--- src/design/rac_pkg.sv ---
// package for the register access cell bank
package rac_pkg;
  localparam int unsigned DATA_W   = 32;
  localparam int unsigned ADDR_W   = 4;
  // register indices, byte address is index times four
  localparam logic [ADDR_W-1:0] IDX_RW     = 4'h0;
  localparam logic [ADDR_W-1:0] IDX_RO     = 4'h1;
  localparam logic [ADDR_W-1:0] IDX_WO     = 4'h2;
  localparam logic [ADDR_W-1:0] IDX_CLR    = 4'h3;
  localparam logic [ADDR_W-1:0] IDX_SET    = 4'h4;
  localparam logic [ADDR_W-1:0] IDX_DB     = 4'h5;
  localparam logic [ADDR_W-1:0] IDX_ACTIVE_VALUE_READBACK = 4'h6;
  localparam logic [ADDR_W-1:0] IDX_ARM    = 4'h7;
  localparam logic [ADDR_W-1:0] IDX_WRS    = 4'h8;
  // implemented bits of the plain read/write register, the rest reserved
  localparam logic [DATA_W-1:0] RW_MASK    = 32'h00FF_FFFF;
  localparam logic [DATA_W-1:0] RST_VAL    = 32'h0000_0000;
  localparam logic [DATA_W-1:0] ZERO       = 32'h0000_0000;
  localparam logic [DATA_W-1:0] ARM_BIT    = 32'h0000_0001;
  typedef enum logic [1:0] {
    RAC_IDLE  = 2'b01,
    RAC_ARMED = 2'b10
  } rac_arm_t;
endpackage : rac_pkg

--- src/design/rac_bank.sv ---
// register bank holding one cell of each documented access type
// Behaviour
// - read/write register stores writes, reads them back, drives control output
// - reserved bits ignore writes and read as zero
// - read-only register reads hardware status; writes change nothing
// - write-only register stores and controls hardware; reads return zero
// - clear-type sticky bit set by event, cleared by software writing one
// - set-type sticky bit set by software writing one, cleared by event
// - double-buffered register has two stages, second loads at an update point only while armed
// - reads return first stage; active_value_readback copy exposes second stage
// - arming write commits at next update; controlled write disarms
// - write/read-status register controls hardware, reads status input
`timescale 1ns/1ps
module rac_bank (
  // clock and reset
  input  wire logic                          clk,
  input  wire logic                          rstn,
  // register access
  input  wire logic                          wr_en,
  input  wire logic                          rd_en,
  input  wire logic [rac_pkg::ADDR_W-1:0]    addr,
  input  wire logic [rac_pkg::DATA_W-1:0]    wdata,
  output logic      [rac_pkg::DATA_W-1:0]    rdata,
  // hardware side
  input  wire logic [rac_pkg::DATA_W-1:0]    status_in,
  input  wire logic [rac_pkg::DATA_W-1:0]    wrs_status_in,
  input  wire logic [rac_pkg::DATA_W-1:0]    set_event,
  input  wire logic [rac_pkg::DATA_W-1:0]    clr_event,
  input  wire logic                          update_point,
  output logic      [rac_pkg::DATA_W-1:0]    rw_ctrl,
  output logic      [rac_pkg::DATA_W-1:0]    wo_ctrl,
  output logic      [rac_pkg::DATA_W-1:0]    wrs_ctrl,
  output logic      [rac_pkg::DATA_W-1:0]    db_ctrl,
  output logic      [rac_pkg::DATA_W-1:0]    clr_sticky,
  output logic      [rac_pkg::DATA_W-1:0]    set_sticky,
  output logic                               armed
);
  logic [rac_pkg::DATA_W-1:0] rw_q, wo_q, wrs_q, clr_q, set_q, db1_q, db2_q, rdata_q;
  rac_pkg::rac_arm_t          arm_q;

  function automatic logic hit(input logic [rac_pkg::ADDR_W-1:0] a, input logic [rac_pkg::ADDR_W-1:0] idx);
    hit = (a == idx);
  endfunction : hit

  logic wr_rw, wr_wo, wr_wrs, wr_clr, wr_set, wr_db, wr_arm;
  assign wr_rw  = wr_en && hit(addr, rac_pkg::IDX_RW);
  assign wr_wo  = wr_en && hit(addr, rac_pkg::IDX_WO);
  assign wr_wrs = wr_en && hit(addr, rac_pkg::IDX_WRS);
  assign wr_clr = wr_en && hit(addr, rac_pkg::IDX_CLR);
  assign wr_set = wr_en && hit(addr, rac_pkg::IDX_SET);
  assign wr_db  = wr_en && hit(addr, rac_pkg::IDX_DB);
  // only bit 0 arms, so stray upper bits in an arming write do nothing
  assign wr_arm = wr_en && hit(addr, rac_pkg::IDX_ARM) && ((wdata & rac_pkg::ARM_BIT) != rac_pkg::ZERO);

  // reserved bits are never stored, so they cannot read back
  always_ff @(posedge clk) begin
    if (!rstn) begin
      rw_q <= rac_pkg::RST_VAL;
    end else if (wr_rw) begin
      rw_q <= wdata & rac_pkg::RW_MASK;
    end
  end

  always_ff @(posedge clk) begin
    if (!rstn) begin
      wo_q  <= rac_pkg::RST_VAL;
      wrs_q <= rac_pkg::RST_VAL;
    end else begin
      if (wr_wo) begin
        wo_q <= wdata;
      end
      if (wr_wrs) begin
        wrs_q <= wdata;
      end
    end
  end

  // event wins over the clearing write so no event is lost
  always_ff @(posedge clk) begin
    if (!rstn) begin
      clr_q <= rac_pkg::RST_VAL;
    end else begin
      clr_q <= (clr_q & ~(wr_clr ? wdata : rac_pkg::ZERO)) | set_event;
    end
  end

  always_ff @(posedge clk) begin
    if (!rstn) begin
      set_q <= rac_pkg::RST_VAL;
    end else begin
      set_q <= (set_q | (wr_set ? wdata : rac_pkg::ZERO)) & ~clr_event;
    end
  end

  always_ff @(posedge clk) begin
    if (!rstn) begin
      db1_q <= rac_pkg::RST_VAL;
    end else if (wr_db) begin
      db1_q <= wdata;
    end
  end

  // a write landing with the update point is not committed by that point
  always_ff @(posedge clk) begin
    if (!rstn) begin
      arm_q <= rac_pkg::RAC_IDLE;
    end else begin
      case (arm_q)
        rac_pkg::RAC_IDLE: begin
          if (wr_arm) begin
            arm_q <= rac_pkg::RAC_ARMED;
          end
        end
        rac_pkg::RAC_ARMED: begin
          if (wr_db) begin
            arm_q <= rac_pkg::RAC_IDLE;
          end else if (update_point) begin
            arm_q <= rac_pkg::RAC_IDLE;
          end
        end
        default: arm_q <= rac_pkg::RAC_IDLE;
      endcase
    end
  end

  always_ff @(posedge clk) begin
    if (!rstn) begin
      db2_q <= rac_pkg::RST_VAL;
    end else if (update_point && arm_q == rac_pkg::RAC_ARMED && !wr_db) begin
      db2_q <= db1_q;
    end
  end

  // one-cycle read latency keeps rdata a flop
  always_ff @(posedge clk) begin
    if (!rstn) begin
      rdata_q <= rac_pkg::ZERO;
    end else if (rd_en) begin
      case (addr)
        rac_pkg::IDX_RW:   rdata_q <= rw_q;
        rac_pkg::IDX_RO:   rdata_q <= status_in;
        rac_pkg::IDX_WO:   rdata_q <= rac_pkg::ZERO;
        rac_pkg::IDX_CLR:  rdata_q <= clr_q;
        rac_pkg::IDX_SET:  rdata_q <= set_q;
        rac_pkg::IDX_DB:   rdata_q <= db1_q;
        rac_pkg::IDX_ACTIVE_VALUE_READBACK: rdata_q <= db2_q;
        rac_pkg::IDX_ARM:  rdata_q <= {{(rac_pkg::DATA_W-1){1'b0}}, arm_q == rac_pkg::RAC_ARMED};
        rac_pkg::IDX_WRS:  rdata_q <= wrs_status_in;
        default:           rdata_q <= rac_pkg::ZERO;
      endcase
    end
  end

  assign rdata      = rdata_q;
  assign rw_ctrl    = rw_q;
  assign wo_ctrl    = wo_q;
  assign wrs_ctrl   = wrs_q;
  assign db_ctrl    = db2_q;
  assign clr_sticky = clr_q;
  assign set_sticky = set_q;
  assign armed      = (arm_q == rac_pkg::RAC_ARMED);

  // the reset check has no disable, so it watches the reset itself
  a_rw_store: assert property (@(posedge clk) disable iff (!rstn)
    wr_rw |=> rw_ctrl == ($past(wdata) & rac_pkg::RW_MASK)) else $error("rw store wrong");
  a_rsvd_zero: assert property (@(posedge clk) disable iff (!rstn)
    (rw_ctrl & ~rac_pkg::RW_MASK) == rac_pkg::ZERO) else $error("reserved bit set");
  a_ro_read: assert property (@(posedge clk) disable iff (!rstn)
    rd_en && addr == rac_pkg::IDX_RO |=> rdata == $past(status_in)) else $error("ro read wrong");
  a_wo_zero: assert property (@(posedge clk) disable iff (!rstn)
    rd_en && addr == rac_pkg::IDX_WO |=> rdata == rac_pkg::ZERO) else $error("wo read not zero");
  a_clr_event: assert property (@(posedge clk) disable iff (!rstn)
    set_event != rac_pkg::ZERO |=> (clr_sticky & $past(set_event)) == $past(set_event)) else $error("event lost");
  a_clr_hold: assert property (@(posedge clk) disable iff (!rstn)
    !wr_clr |=> (clr_sticky & $past(clr_sticky)) == $past(clr_sticky)) else $error("sticky dropped");
  a_set_event: assert property (@(posedge clk) disable iff (!rstn)
    clr_event != rac_pkg::ZERO |=> (set_sticky & $past(clr_event)) == rac_pkg::ZERO) else $error("set not cleared");
  a_db_hold: assert property (@(posedge clk) disable iff (!rstn)
    !(update_point && armed) |=> $stable(db_ctrl)) else $error("db moved early");
  a_arm_commit: assert property (@(posedge clk) disable iff (!rstn)
    armed && update_point && !wr_db |=> db_ctrl == $past(db1_q) && !armed) else $error("commit missed");
  a_wrs_ctrl: assert property (@(posedge clk) disable iff (!rstn)
    wr_wrs |=> wrs_ctrl == $past(wdata)) else $error("wrs ctrl wrong");
  a_rw_read: assert property (@(posedge clk) disable iff (!rstn)
    rd_en && addr == rac_pkg::IDX_RW |=> rdata == $past(rw_ctrl)) else $error("rw read wrong");
  a_unmapped_zero: assert property (@(posedge clk) disable iff (!rstn)
    rd_en && addr > rac_pkg::IDX_WRS |=> rdata == rac_pkg::ZERO) else $error("unmapped read not zero");
  a_wo_store: assert property (@(posedge clk) disable iff (!rstn)
    wr_wo |=> wo_ctrl == $past(wdata)) else $error("wo store wrong");
  a_clr_write: assert property (@(posedge clk) disable iff (!rstn)
    wr_clr |=> (clr_sticky & $past(wdata) & ~$past(set_event)) == rac_pkg::ZERO) else $error("clear missed");
  a_clr_zero: assert property (@(posedge clk) disable iff (!rstn)
    wr_clr |=> (clr_sticky & $past(clr_sticky & ~wdata)) == $past(clr_sticky & ~wdata)) else $error("zero cleared");
  a_set_write: assert property (@(posedge clk) disable iff (!rstn)
    wr_set |=> (set_sticky & $past(wdata & ~clr_event)) == $past(wdata & ~clr_event)) else $error("set missed");
  a_set_hold: assert property (@(posedge clk) disable iff (!rstn)
    clr_event == rac_pkg::ZERO |=> (set_sticky & $past(set_sticky)) == $past(set_sticky)) else $error("set dropped");
  a_db_read: assert property (@(posedge clk) disable iff (!rstn)
    rd_en && addr == rac_pkg::IDX_DB |=> rdata == $past(db1_q)) else $error("db read wrong");
  a_readback_read: assert property (@(posedge clk) disable iff (!rstn)
    rd_en && addr == rac_pkg::IDX_ACTIVE_VALUE_READBACK |=> rdata == $past(db_ctrl)) else $error("readback wrong");
  a_arm_entry: assert property (@(posedge clk) disable iff (!rstn)
    !armed && wr_arm |=> armed) else $error("arm missed");
  a_late_disarm: assert property (@(posedge clk) disable iff (!rstn)
    armed && wr_db |=> !armed && $stable(db_ctrl)) else $error("disarm missed");
  a_wrs_read: assert property (@(posedge clk) disable iff (!rstn)
    rd_en && addr == rac_pkg::IDX_WRS |=> rdata == $past(wrs_status_in)) else $error("wrs read wrong");
  a_reset_clear: assert property (@(posedge clk)
    !rstn |=> (rw_ctrl | wo_ctrl | wrs_ctrl | db_ctrl | clr_sticky | set_sticky | rdata) == rac_pkg::ZERO
      && !armed) else $error("reset left state");

  // scenarios the bench must reach
  c_commit: cover property (@(posedge clk) disable iff (!rstn) wr_arm ##[1:20] (armed && update_point));
  c_disarm: cover property (@(posedge clk) disable iff (!rstn) armed && wr_db);
  c_race:   cover property (@(posedge clk) disable iff (!rstn) wr_clr && set_event != rac_pkg::ZERO);
  c_late_write: cover property (@(posedge clk) disable iff (!rstn) armed && update_point && wr_db);
  c_set_race: cover property (@(posedge clk) disable iff (!rstn) wr_set && clr_event != rac_pkg::ZERO);
endmodule : rac_bank

--- config.mk ---
export PLATFORM = sky130hd
export DESIGN_NAME = rac_bank
export DESIGN_NICKNAME = d
export VERILOG_FILES = /design/src/design/rac_pkg.sv /design/src/design/rac_bank.sv
export SDC_FILE = /design/constraint.sdc
export NUM_CORES = 1
export LEC_CHECK = 0
export BUFFER_PORTS_ARGS = -buffer_cell sky130_fd_sc_hd__buf_2
export CAP_MARGIN = 40
export CELL_PAD_IN_SITES_DETAIL_PLACEMENT = 1
export CELL_PAD_IN_SITES_GLOBAL_PLACEMENT = 1
export CORE_ASPECT_RATIO = 1.5
export CORE_MARGIN = 5
export CORE_UTILIZATION = 40
export CTS_BUF_LIST = sky130_fd_sc_hd__clkbuf_4
export CTS_CLUSTER_SIZE = 12
export DETAILED_ROUTE_END_ITERATION = 10
export PLACE_DENSITY_LB_ADDON = 0.25
export SYNTH_ARGS = -nofsm -noshare
export SYNTH_HDL_FRONTEND = slang
export SYNTH_SLANG_ARGS = --single-unit
--- constraint.sdc ---
create_clock -name clk -period 1.9 [get_ports clk]
set_input_delay 0.19 -clock clk [delete_from_list [all_inputs] [get_ports clk]]
set_output_delay 0.19 -clock clk [all_outputs]
set_load 0.05 [all_outputs]
==> results of run 1 <==
## area by class of cell
type / instances / area [um2]
Clock buffer: 102 / 766
Sequential cell: 250 / 5000
Inverter: 1 / 3.75
Multi-Input combinational cell: 886 / 5360
Antenna cell: 5 / 12.5
Tap cell: 337 / 422
Timing Repair Buffer: 635 / 4500
Fill cell: 3186 / 10600
Clock inverter: 9 / 35.0
## flip-flops by register name, indices dropped and copies added, names as in the netlist
name / flops
clr_sticky: 32
db1_q: 32
db_ctrl: 32
rdata: 32
set_sticky: 32
wo_ctrl: 32
wrs_ctrl: 32
rw_ctrl: 24
arm_q: 2
## worst paths after layout
check                    startpoint                      to  slack, ns
max reg2reg  db1_q[24]$_SDFFE_PN0P_  rdata[24]$_SDFFE_PN0P_       0.10
min reg2reg  rdata[28]$_SDFFE_PN0P_  rdata[28]$_SDFFE_PN0P_       0.45
max                            rstn  rdata[22]$_SDFFE_PN0P_       0.03
min               wrs_status_in[17]  rdata[17]$_SDFFE_PN0P_       0.02
## through the flow
stage                     instances   util
after global routing           2221  0.604
after CTS                      2216  0.601
after global placement         1906  0.496
after floorplan                1254      -
final                          2225  0.604
after detailed placement       1906  0.496
## per-layer routing
layer	routed length [um]	vias up
met1	19100	6261
li1	-	5617
met4	4270	4
met5	26	-
met2	29300	721
met3	4370	253
## cells in the final DEF, fill, tap and decap left out, drive strengths merged, types with 4 or more instances in the layout
| master | count |
|---|---|
| clkinv | 7 |
| buf | 434 |
| and3 | 7 |
| nand3b | 9 |
| dlygate4sd3 | 200 |
| a2bb2oi | 15 |
| a21oi | 32 |
| o22a | 8 |
| dfxtp | 250 |
| a22oi | 42 |
| o21ai | 69 |
| nor2 | 9 |
| clkbuf | 103 |
| o32ai | 4 |
| nor3b | 33 |
| nand3 | 51 |
| nand2 | 293 |
| a21boi | 152 |
| o21a | 34 |
| mux2i | 47 |
| nor2b | 11 |
| nor3 | 6 |
| diode | 5 |
| a32oi | 9 |
| o221ai | 14 |
| conb | 8 |
| a2111oi | 4 |
## worst max-delay path: cells and delay by family
family                 cells  cell delay, ns
AOI/OAI and AO/OA          3            0.78
buffers and inverters      3            1.48
## logic make-up after synthesis
group                  Yosys count
AOI/OAI and AO/OA              396
and+or+nand+nor                434
muxes                           48
other                            1
DFF                            250
buffers and inverters          118
## power by group through the flow
stage               combinational, uW  sequential, uW  clock (uW)
floorplan                         559            5810           0
global placement                 1430            5520           0
detailed placement               1450            5530           0
CTS                              1730            5410        4800
global route                     1890            5420        5210
finish                           1820            5420        4850
## cells in the mapped netlist, types with 7 or more instances
library cell / number / area (um2)
dfxtp_1: 250 / 5000
o21ai_0: 56 / 280
nand3b_1: 9 / 67.6
a21boi_0: 134 / 1010
nor3b_1: 33 / 248
buf_2: 45 / 225
nand2_1: 293 / 1100
buf_4: 14 / 105
a2bb2oi_1: 15 / 131
a32oi_1: 9 / 78.8
o22a_1: 8 / 70.1
clkbuf_1: 55 / 206
mux2i_1: 47 / 470
o221ai_1: 14 / 123
a21oi_1: 32 / 160
nor2b_1: 11 / 68.8
and3_1: 7 / 43.8
o21a_1: 34 / 255
nand3_1: 51 / 255
a21boi_1: 18 / 135
a22oi_1: 42 / 315
o21ai_1: 12 / 60.1
## timing repair
| item | CTS | global route |
|---|---|---|
| hold buffers | 199 | 1 |
| endpoints found under the hold margin | 220 | 1 |
| gates resized for setup | 0 | 3 |
| endpoints found under the setup margin | 0 | 10 |
| setup buffers | 0 | 2 |
==> qor.txt, run 1 <==
Status - completed
CP max stage delay - 0.61 ns
Pre-CTS WS - 0.0637 ns
Max Clk Rate - 0.536 GHz
Share of cells above drive strength 1 - 0.296
Io pins - 394
Synth Area per Inst - 8.70 um2
Clock period minus final worst setup slack - 1.87 ns
Area grow syn2layout - 48.5%
Clock network fraction of design power - 0.401
CTS Buffer Depth - 3
Final setup fails - 0
Yosys warns - 0
HP Class - input pin to flop
Cell-internal power - 8480 uW
Synth Register Bits - 250
Placed Area - 13200 um2
Via Count - 12856
CTS H-tree lvls - 3
Antenna violations before repair - 3
Largest family of logic cells by synthesized area - compound AO/OA/AOI/OAI gates
Hpwl dp - 33.6 mm
Setup tns final - 0 ns
RSZ-0062 raised after global routing - no
Maxcap violations - 0
Comb pwr share - 0.151
PortBufs - 385
Max IR drop VDD - 0.535 mV
Gpl congestion - 0.843
Core Footprint - 26700 um2
CP Capture Type - flop
Critical-path cell list - dlygate4sd3_1, buf_6, o2111a_2, a32oi_1, o21ai_1, dlygate4sd3_1
Post-Synth Adder-Cell Area - 0
M3 GR Usage - 0.0976
Global-route wire length before repair - 83.9 mm
Post-synth EDFFs - 0
GR Overflow Total - 0
Mux contribution to synthesized area - 0.0444
CP max stage cell - dlygate4sd3_1
Fin. max-slew vios - 0
GRT Util Overall - 0.359
Grt peak-use layer - met2
Final hold vios - 0
Die span in x - 144 um
Cell Pwr Density - 750 nW/um2
Gate Count Post-Synth - 1247
Synth Area in Simple Gates - 0.182
Number of core rows - 73
Crit path DAT - 2.47 ns
Sink Count - 250
Max_slew headroom - 0.426
Hold Slack - 0.0194 ns
CTS tree - done
DRC - 0
Synth cell types - 54
Met1 usage in global routing - 0.358
Clk slew on worst S/H paths - 0.07 ns
CP Max Fanout - 32
Fin area - 16100 um2
Largest net degree at the start of global routing - 145
Part of the cycle the worst path needs - 0.983
Worst setup margin - 0.0327 ns
DR WL/cell - 25.7 um
Setup Crit Path Kind - input pin to flop
Worst slew pin tran - 0.861 ns
Switch share - 0.298
Vias/cell - 5.78
Worst path required time - 2.50 ns
Synth Flop Type - dfxtp_1
Worst-case reg-to-reg path depth - 5
Vias in the first global route - 14240
Switching pwr - 3610 uW
Routed WL - 57.1 mm
Post-route clock skew - 0.0346 ns
Worst-skew pair later-pin latency - 0.68 ns
Antenna viol nets, final - 0
Critical Path Start Type - input pin
Post-synth ARST share - 0
Reg power frac - 0.448
Num CTS Buffers - 67
Post-synthesis compound-gate area fraction - 0.259
Register area share after synthesis - 0.462
XOR/XNOR Fraction of Synth Area - 0
CTS Root Cell - clkbuf_4
DIE AREA - 30600 um2
Tot Pwr - 12100 uW
Iteration-0 DRC Markers - 842
Post-Syn Area - 10800 um2
Pre-Repair DR Iteration Count - 5
Fin nets - 2010
Hold Crit Depth - 4
GR met2 Demand/Resource - 0.637
Most numerous cell on the critical path - dlygate4sd3_1
Die Y - 212 um
Initial Utilization - 0.407
Leakage - 0.00689 uW
No activity file was read; power rests on OpenSTA's default activity.
==> inputs of run 2 (changes only) <==
--- a/config.mk
+++ b/config.mk
@@ -15,7 +15,7 @@
 export CTS_BUF_LIST = sky130_fd_sc_hd__clkbuf_4
 export CTS_CLUSTER_SIZE = 12
 export DETAILED_ROUTE_END_ITERATION = 10
-export PLACE_DENSITY_LB_ADDON = 0.25
+export PLACE_DENSITY = 0.94
 export SYNTH_ARGS = -nofsm -noshare
 export SYNTH_HDL_FRONTEND = slang
 export SYNTH_SLANG_ARGS = --single-unit
==> constraint.sdc (replaced) <==
create_clock -name clk -period 1.9 [get_ports clk]
set_input_delay 0 -clock clk [delete_from_list [all_inputs] [get_ports clk]]
set_output_delay 0 -clock clk [all_outputs]
set_load 0.05 [all_outputs]
==> run 2 against run 1 <==
  * The run now ends with negative setup slack left
  * Total power rose by 2.2%
  * Clock-buffer cell count fell by 8
  * Largest power group unchanged
  * Hold slack improved by 0.026 ns
  * Sequential share of layout area fell by 0.90 points
  * Largest cell class unchanged
  * Highest routed layer unchanged
==> qor.txt, run 2 (synthesis gave the netlist of run 1 again) <==
Post-CTS setup buffers - 0 (unchanged)
Part of the cycle the worst path needs - 1.02 (was 0.983)
Most common cell after layout, fill and taps aside - buf_2 (unchanged)
Final hold vios - 0 (unchanged)
GR Overflow Total - 0 (unchanged)
Iteration-0 DRC Markers - 1578 (was 842)
PortBufs - 385 (unchanged)
Die span in x - 144 um (unchanged)
Antenna violations before repair - 19 (was 3)
Reg area - 5000 um2 (unchanged)
Worst Setup SP - addr[0] (was rstn)
Core Footprint - 26700 um2 (unchanged)
HP Class - input pin to flop (unchanged)
Commonest non-fill, non-tap cells in the layout - buf_2, nand2_1, dlygate4sd3_1 (was buf_2, nand2_1, dfxtp_1)
Fin nets - 2060 (was 2010)
CP Max Fanout - 24 (was 32)
CTS Buffer Depth - 3 (unchanged)
Via Count - 14678 (was 12856)
Worst-case reg-to-reg path depth - 4 (was 5)
Largest net degree at the start of global routing - 177 (was 145)
Leakage - 0.00709 uW (was 0.00689 uW)
Worst-skew pair later-pin latency - 0.77 ns (was 0.68 ns)
Vias in the first global route - 15973 (was 14240)
Critical Path Start Type - input pin (unchanged)
Setup Crit Path Kind - input pin to flop (unchanged)
Final core occ - 0.622 (was 0.604)
Status - finished, violations left (was completed)
Fillers - 3121 (was 3186)
DRC - 0 (unchanged)
RR Endpoint - arm_q[0]$_SDFFE_PN1P_ (was rdata[24]$_SDFFE_PN0P_)
Io pins - 394 (unchanged)
CP Capture Type - flop (unchanged)
Tot Pwr - 12400 uW (was 12100 uW)
Hpwl dp - 35.5 mm (was 33.6 mm)
CTS H-tree lvls - 3 (unchanged)
Worst slew pin tran - 1.20 ns (was 0.861 ns)
Number of core rows - 73 (unchanged)
R2r startpoint - arm_q[1]$_SDFFE_PN0P_ (was db1_q[24]$_SDFFE_PN0P_)
R2r setup slk - 0.04 ns (was 0.10 ns)
Maxcap violations - 0 (unchanged)
Area grow syn2layout - 52.9% (was 48.5%)
Die Y - 212 um (unchanged)
Vias/cell - 6.44 (was 5.78)
Max IR drop VDD - 0.639 mV (was 0.535 mV)
Worst path required time - 2.46 ns (was 2.50 ns)
CTS Root Cell - clkbuf_4 (unchanged)
Sink Count - 250 (unchanged)
Share of cells above drive strength 1 - 0.291 (was 0.296)
Worst Setup EP - clr_sticky[16]$_SDFF_PN0_ (was rdata[22]$_SDFFE_PN0P_)
Clock period minus final worst setup slack - 1.94 ns (was 1.87 ns)
Max_slew headroom - 0.190 (was 0.426)
Worst setup margin - -0.0449 ns (was 0.0327 ns)
Routed WL - 73.8 mm (was 57.1 mm)
Max Clk Rate - 0.514 GHz (was 0.536 GHz)
Pre-Repair DR Iteration Count - 8 (was 5)
Final setup fails - 2 (was 0)
Hold Slack - 0.0453 ns (was 0.0194 ns)
GRT Util Overall - 0.458 (was 0.359)
CTS tree - done (unchanged)
Initial Utilization - 0.407 (unchanged)
DR WL/cell - 32.4 um (was 25.7 um)
Violated checks - negative setup slack
DIE AREA - 30600 um2 (unchanged)
Clk slew on worst S/H paths - 0.08 ns (was 0.07 ns)
Antenna viol nets, final - 0 (unchanged)
Global-route wire length before repair - 103 mm (was 83.9 mm)
Multi-input gate area - 5470 um2 (was 5360 um2)
Fin. max-slew vios - 0 (unchanged)
Cell Pwr Density - 745 nW/um2 (was 750 nW/um2)
Crit path DAT - 2.51 ns (was 2.47 ns)
Num CTS Buffers - 66 (was 67)
Gpl congestion - 0.846 (was 0.843)
Post-route clock skew - 0.0789 ns (was 0.0346 ns)
==> run 2: final cells by class <==
cell class	instances	share of cell area
sequential	250	0.302
antenna	17	0.00257
timing repair buffer	686	0.296
clock inverter	7	0.00158
clock buffer	94	0.0425
multi-input combinational	886	0.330
tap	337	0.0254
inverter	1	0.000226
==> run 2: worst min path at each step <==
stage	start	to	slack, ns	depth (start not counted)
2_1_floorplan	clr_event[0]	set_sticky[0]$_SDFF_PN0_	0.08	1
3_3_place_gp	clr_event[4]	set_sticky[4]$_SDFF_PN0_	0.16	2
3_5_place_dp	clr_event[16]	set_sticky[16]$_SDFF_PN0_	0.16	2
4_1_cts	status_in[30]	rdata[30]$_SDFFE_PN0P_	0.0001	5
5_1_grt	status_in[1]	rdata[1]$_SDFFE_PN0P_	0.06	5
6_report	status_in[1]	rdata[1]$_SDFFE_PN0P_	0.05	5
==> run 2: critical path, stage by stage <==
cell and delay, ns:
buf_4 0.34, buf_4 0.33, and4_1 0.25, buf_4 0.41
a21boi_0 0.26, o21a_1 0.23, dlygate4sd3_1 0.67
==> run 2: report_power, final <==
group          internal, uW  leakage [uW]  switching, uW
registers              5330       0.00203            101
logic                   769       0.00461           1250
clock network          2240      0.000449           2670
total                  8340       0.00709           4010
==> run 2: per-stage QoR <==
stage	setup TNS, ns	setup slack (ns)	std cells	area, um2
6_report	-0.0643	-0.0449	2278	16600
4_1_cts	0	0.0797	2262	16500
5_1_grt	-0.00164	-0.00164	2273	16600
3_5_place_dp	0	0.127	1906	13200
2_1_floorplan	0	0.275	1254	10900
3_3_place_gp	0	0.238	1906	13200
==> run 2: what timing repair did <==
| action | 4_1_cts | 5_1_grt |
|---|---|---|
| hold buffers | 255 | 0 |
| resized for setup | 0 | 23 |
| endpoints found under the setup margin | 0 | 12 |
| hold endpoints to repair | 245 | 0 |
==> run 2: metal layers <==
metal / wire length (um) / part of all wire / vias to the layer above / global-route usage
met4: 9470 / 0.13 / 10 / 0.417
li1: - / - / 5712 / -
met5: 91 / 0.0012 / - / 0.0148
met2: 34200 / 0.46 / 1369 / 0.746
met1: 21600 / 0.29 / 6887 / 0.441
met3: 8470 / 0.11 / 700 / 0.166
==> inputs of run 3 (changes only) <==
--- a/config.mk
+++ b/config.mk
@@ -15,7 +15,7 @@
 export CTS_BUF_LIST = sky130_fd_sc_hd__clkbuf_4
 export CTS_CLUSTER_SIZE = 12
 export DETAILED_ROUTE_END_ITERATION = 10
-export PLACE_DENSITY = 0.94
+export PLACE_DENSITY_LB_ADDON = 0.1
 export SYNTH_ARGS = -nofsm -noshare
 export SYNTH_HDL_FRONTEND = slang
 export SYNTH_SLANG_ARGS = --single-unit
==> run 3 against run 2 <==
  * The run still ends with negative setup slack left
  * Non-clock buffer count increased by 25
  * Sequential cell count unchanged
  * Final cell count grew 1.0%
  * Sequential share of layout area shrank 0.60 points
  * Clock-buffer cell count is 2 higher
  * Critical path type unchanged
  * Highest routed layer is now met4
  * Cell area is 2.0% higher
  * Largest cell class unchanged
  * Die area unchanged
  * Critical path depth increased by 1
  * Via count is 8.6% lower
  * Wire length shrank 18%
  * Clock power up 6.5%
==> qor.txt, run 3 (synthesis gave the netlist of run 1 again) <==
Status - finished, violations left (unchanged)
Violated checks - negative setup slack (unchanged)
Global-route wire length before repair - 88.3 mm (was 103 mm)
RR Endpoint - rdata[9]$_SDFFE_PN0P_ (was arm_q[0]$_SDFFE_PN1P_)
Leakage - 0.00724 uW (was 0.00709 uW)
Met1 usage in global routing - 0.367 (was 0.441)
M3 GR Usage - 0.0951 (was 0.166)
Io pins - 394 (unchanged)
Hold Crit Start - addr[2] (was status_in[1])
Cell Pwr Density - 746 nW/um2 (was 745 nW/um2)
GRT Util Overall - 0.381 (was 0.458)
Pre-Repair DR Iteration Count - 5 (was 8)
Worst-skew pair later-pin latency - 0.72 ns (was 0.77 ns)
CTS Buffer Depth - 3 (unchanged)
Initial Utilization - 0.407 (unchanged)
Fin nets - 2087 (was 2060)
Worst slew pin tran - 0.725 ns (was 1.20 ns)
Via Count - 13413 (was 14678)
GR met2 Demand/Resource - 0.673 (was 0.746)
Final setup fails - 1 (was 2)
Clock network fraction of design power - 0.414 (was 0.397)
Crit path DAT - 2.49 ns (was 2.51 ns)
Setup Crit Path Kind - input pin to flop (unchanged)
WHS Endpoint - rdata[22]$_SDFFE_PN0P_ (was rdata[1]$_SDFFE_PN0P_)
Number of core rows - 73 (unchanged)
Largest net degree at the start of global routing - 155 (was 177)
Antenna viol nets, final - 0 (unchanged)
Worst setup margin - -0.00433 ns (was -0.0449 ns)
Reg power frac - 0.429 (was 0.440)
Core Footprint - 26700 um2 (unchanged)
Hold Crit Depth - 6 (was 5)
Worst path required time - 2.49 ns (was 2.46 ns)
Part of the cycle the worst path needs - 1.00 (was 1.02)
HP Class - input pin to flop (unchanged)
Share of cells above drive strength 1 - 0.284 (was 0.291)
Num CTS Buffers - 68 (was 66)
Fin. max-slew vios - 0 (unchanged)
Max IR drop VDD - 0.491 mV (was 0.639 mV)
PortBufs - 385 (unchanged)
GR Overflow Total - 0 (unchanged)
Iteration-0 DRC Markers - 763 (was 1578)
Antenna violations before repair - 5 (was 19)
Vias/cell - 5.83 (was 6.44)
CP Capture Type - flop (unchanged)
Final core occ - 0.635 (was 0.622)
CTS Root Cell - clkbuf_4 (unchanged)
Max Clk Rate - 0.525 GHz (was 0.514 GHz)
CP Max Fanout - 34 (was 24)
R2r startpoint - set_sticky[9]$_SDFF_PN0_ (was arm_q[1]$_SDFFE_PN0P_)
CTS H-tree lvls - 3 (unchanged)
Vias in the first global route - 15016 (was 15973)
Switching pwr - 3750 uW (was 4010 uW)
Cell-internal power - 8870 uW (was 8340 uW)
R2r setup slk - 0.04 ns (about the same)
Routed WL - 60.3 mm (was 73.8 mm)
Most common cell after layout, fill and taps aside - buf_2 (unchanged)
DR WL/cell - 26.2 um (was 32.4 um)
Comb pwr share - 0.156 (was 0.163)
Sink Count - 250 (unchanged)
Die span in x - 144 um (unchanged)
Final hold vios - 0 (unchanged)
DRC - 0 (unchanged)
Gpl congestion - 0.816 (was 0.846)
Hpwl dp - 33.7 mm (was 35.5 mm)
Grt peak-use layer - met2 (unchanged)
Switch share - 0.297 (was 0.325)
Post-route clock skew - 0.0356 ns (was 0.0789 ns)
Worst-case reg-to-reg path depth - 5 (was 4)
Maxcap violations - 0 (unchanged)
Clock period minus final worst setup slack - 1.90 ns (was 1.94 ns)
Pre-CTS WS - 0.101 ns (was 0.127 ns)
Commonest non-fill, non-tap cells in the layout - buf_2, nand2_1, dlygate4sd3_1 (unchanged)
Die Y - 212 um (unchanged)
Max_slew headroom - 0.516 (was 0.190)
Area grow syn2layout - 56.1% (was 52.9%)
CTS tree - done (unchanged)
Clk slew on worst S/H paths - 0.06 ns (was 0.08 ns)
DIE AREA - 30600 um2 (unchanged)
Critical Path Start Type - input pin (unchanged)
Fillers - 3136 (was 3121)
==> run 3: cell types whose count changed in the layout (fill, tap and decap cells not counted), moves of 4 or more <==
cell	before	now
buf_12	7	12
buf_4	41	36
buf_6	1	5
diode_2	17	7
dlygate4sd3_1	253	274
mux2i_1	41	47
mux2i_2	4	0
==> run 3: how the worst max path moves through the flow <==
stage | from | end | cells after the start
2_1_floorplan | arm_q[1]$_SDFFE_PN0P_ | db_ctrl[11]$_SDFFE_PN0P_ | 5
3_3_place_gp | addr[3] | wrs_ctrl[20]$_SDFFE_PN0P_ | 7
3_5_place_dp | addr[3] | wrs_ctrl[9]$_SDFFE_PN0P_ | 7
4_1_cts | addr[1] | arm_q[0]$_SDFFE_PN1P_ | 8
5_1_grt | addr[1] | arm_q[0]$_SDFFE_PN1P_ | 8
6_report | addr[1] | arm_q[0]$_SDFFE_PN1P_ | 8
==> run 3: critical path, cell delays in order <==
cell and delay [ns]:
dlygate4sd3_1 0.57, buf_6 0.30, nand2b_1 0.32, nor2_4 0.07
buf_12 0.17, nor3b_1 0.29, o21ai_0 0.15, dlygate4sd3_1 0.60
==> run 3: what timing repair did <==
action / 4_1_cts / 5_1_grt
hold buffers: 274 / 0
setup endpoints to repair: 0 / 39
resized for setup: 0 / 11
hold endpoints to repair: 250 / 0
setup buffers: 0 / 6
==> run 3: cell type report <==
type | instances | area, um2 | share of cell area
repair buffers | 711 | 5250 | 0.310
flip-flops and latches | 250 | 5000 | 0.296
diodes | 7 | 17.5 | 0.00104
multi-input cells | 886 | 5370 | 0.318
well taps | 337 | 422 | 0.0249
inverters | 1 | 3.75 | 0.000222
clock inverters | 13 | 129 | 0.00762
clock buffers | 96 | 721 | 0.0426
==> run 3: per-stage QoR <==
stage          area [um2]  instances  power [uW]  setup TNS, ns  hold WS, ns
3_3_place_gp        13200       1905        6960              0        0.160
5_1_grt             16900       2299       13000       -0.00444        0.151
6_report            16900       2301       12600       -0.00433        0.157
3_5_place_dp        13200       1905        6980              0        0.165
4_1_cts             16800       2288       12400              0       0.0805
2_1_floorplan       10900       1254        6360              0       0.0761
==> run 3: per-layer routing <==
metal,vias up,routed length [um]
met3,312,4320
met5,-,0
met1,6564,19800
li1,5757,-
met4,0,5610
met2,780,30500
==> run 3: power by group through the flow <==
stage / Sequential [uW] / Combinational [uW] / Clock, uW
2_1_floorplan: 5810 / 559 / 0
3_3_place_gp: 5520 / 1430 / 0
3_5_place_dp: 5530 / 1450 / 0
4_1_cts: 5410 / 1860 / 5140
5_1_grt: 5430 / 2050 / 5550
6_report: 5420 / 1980 / 5230
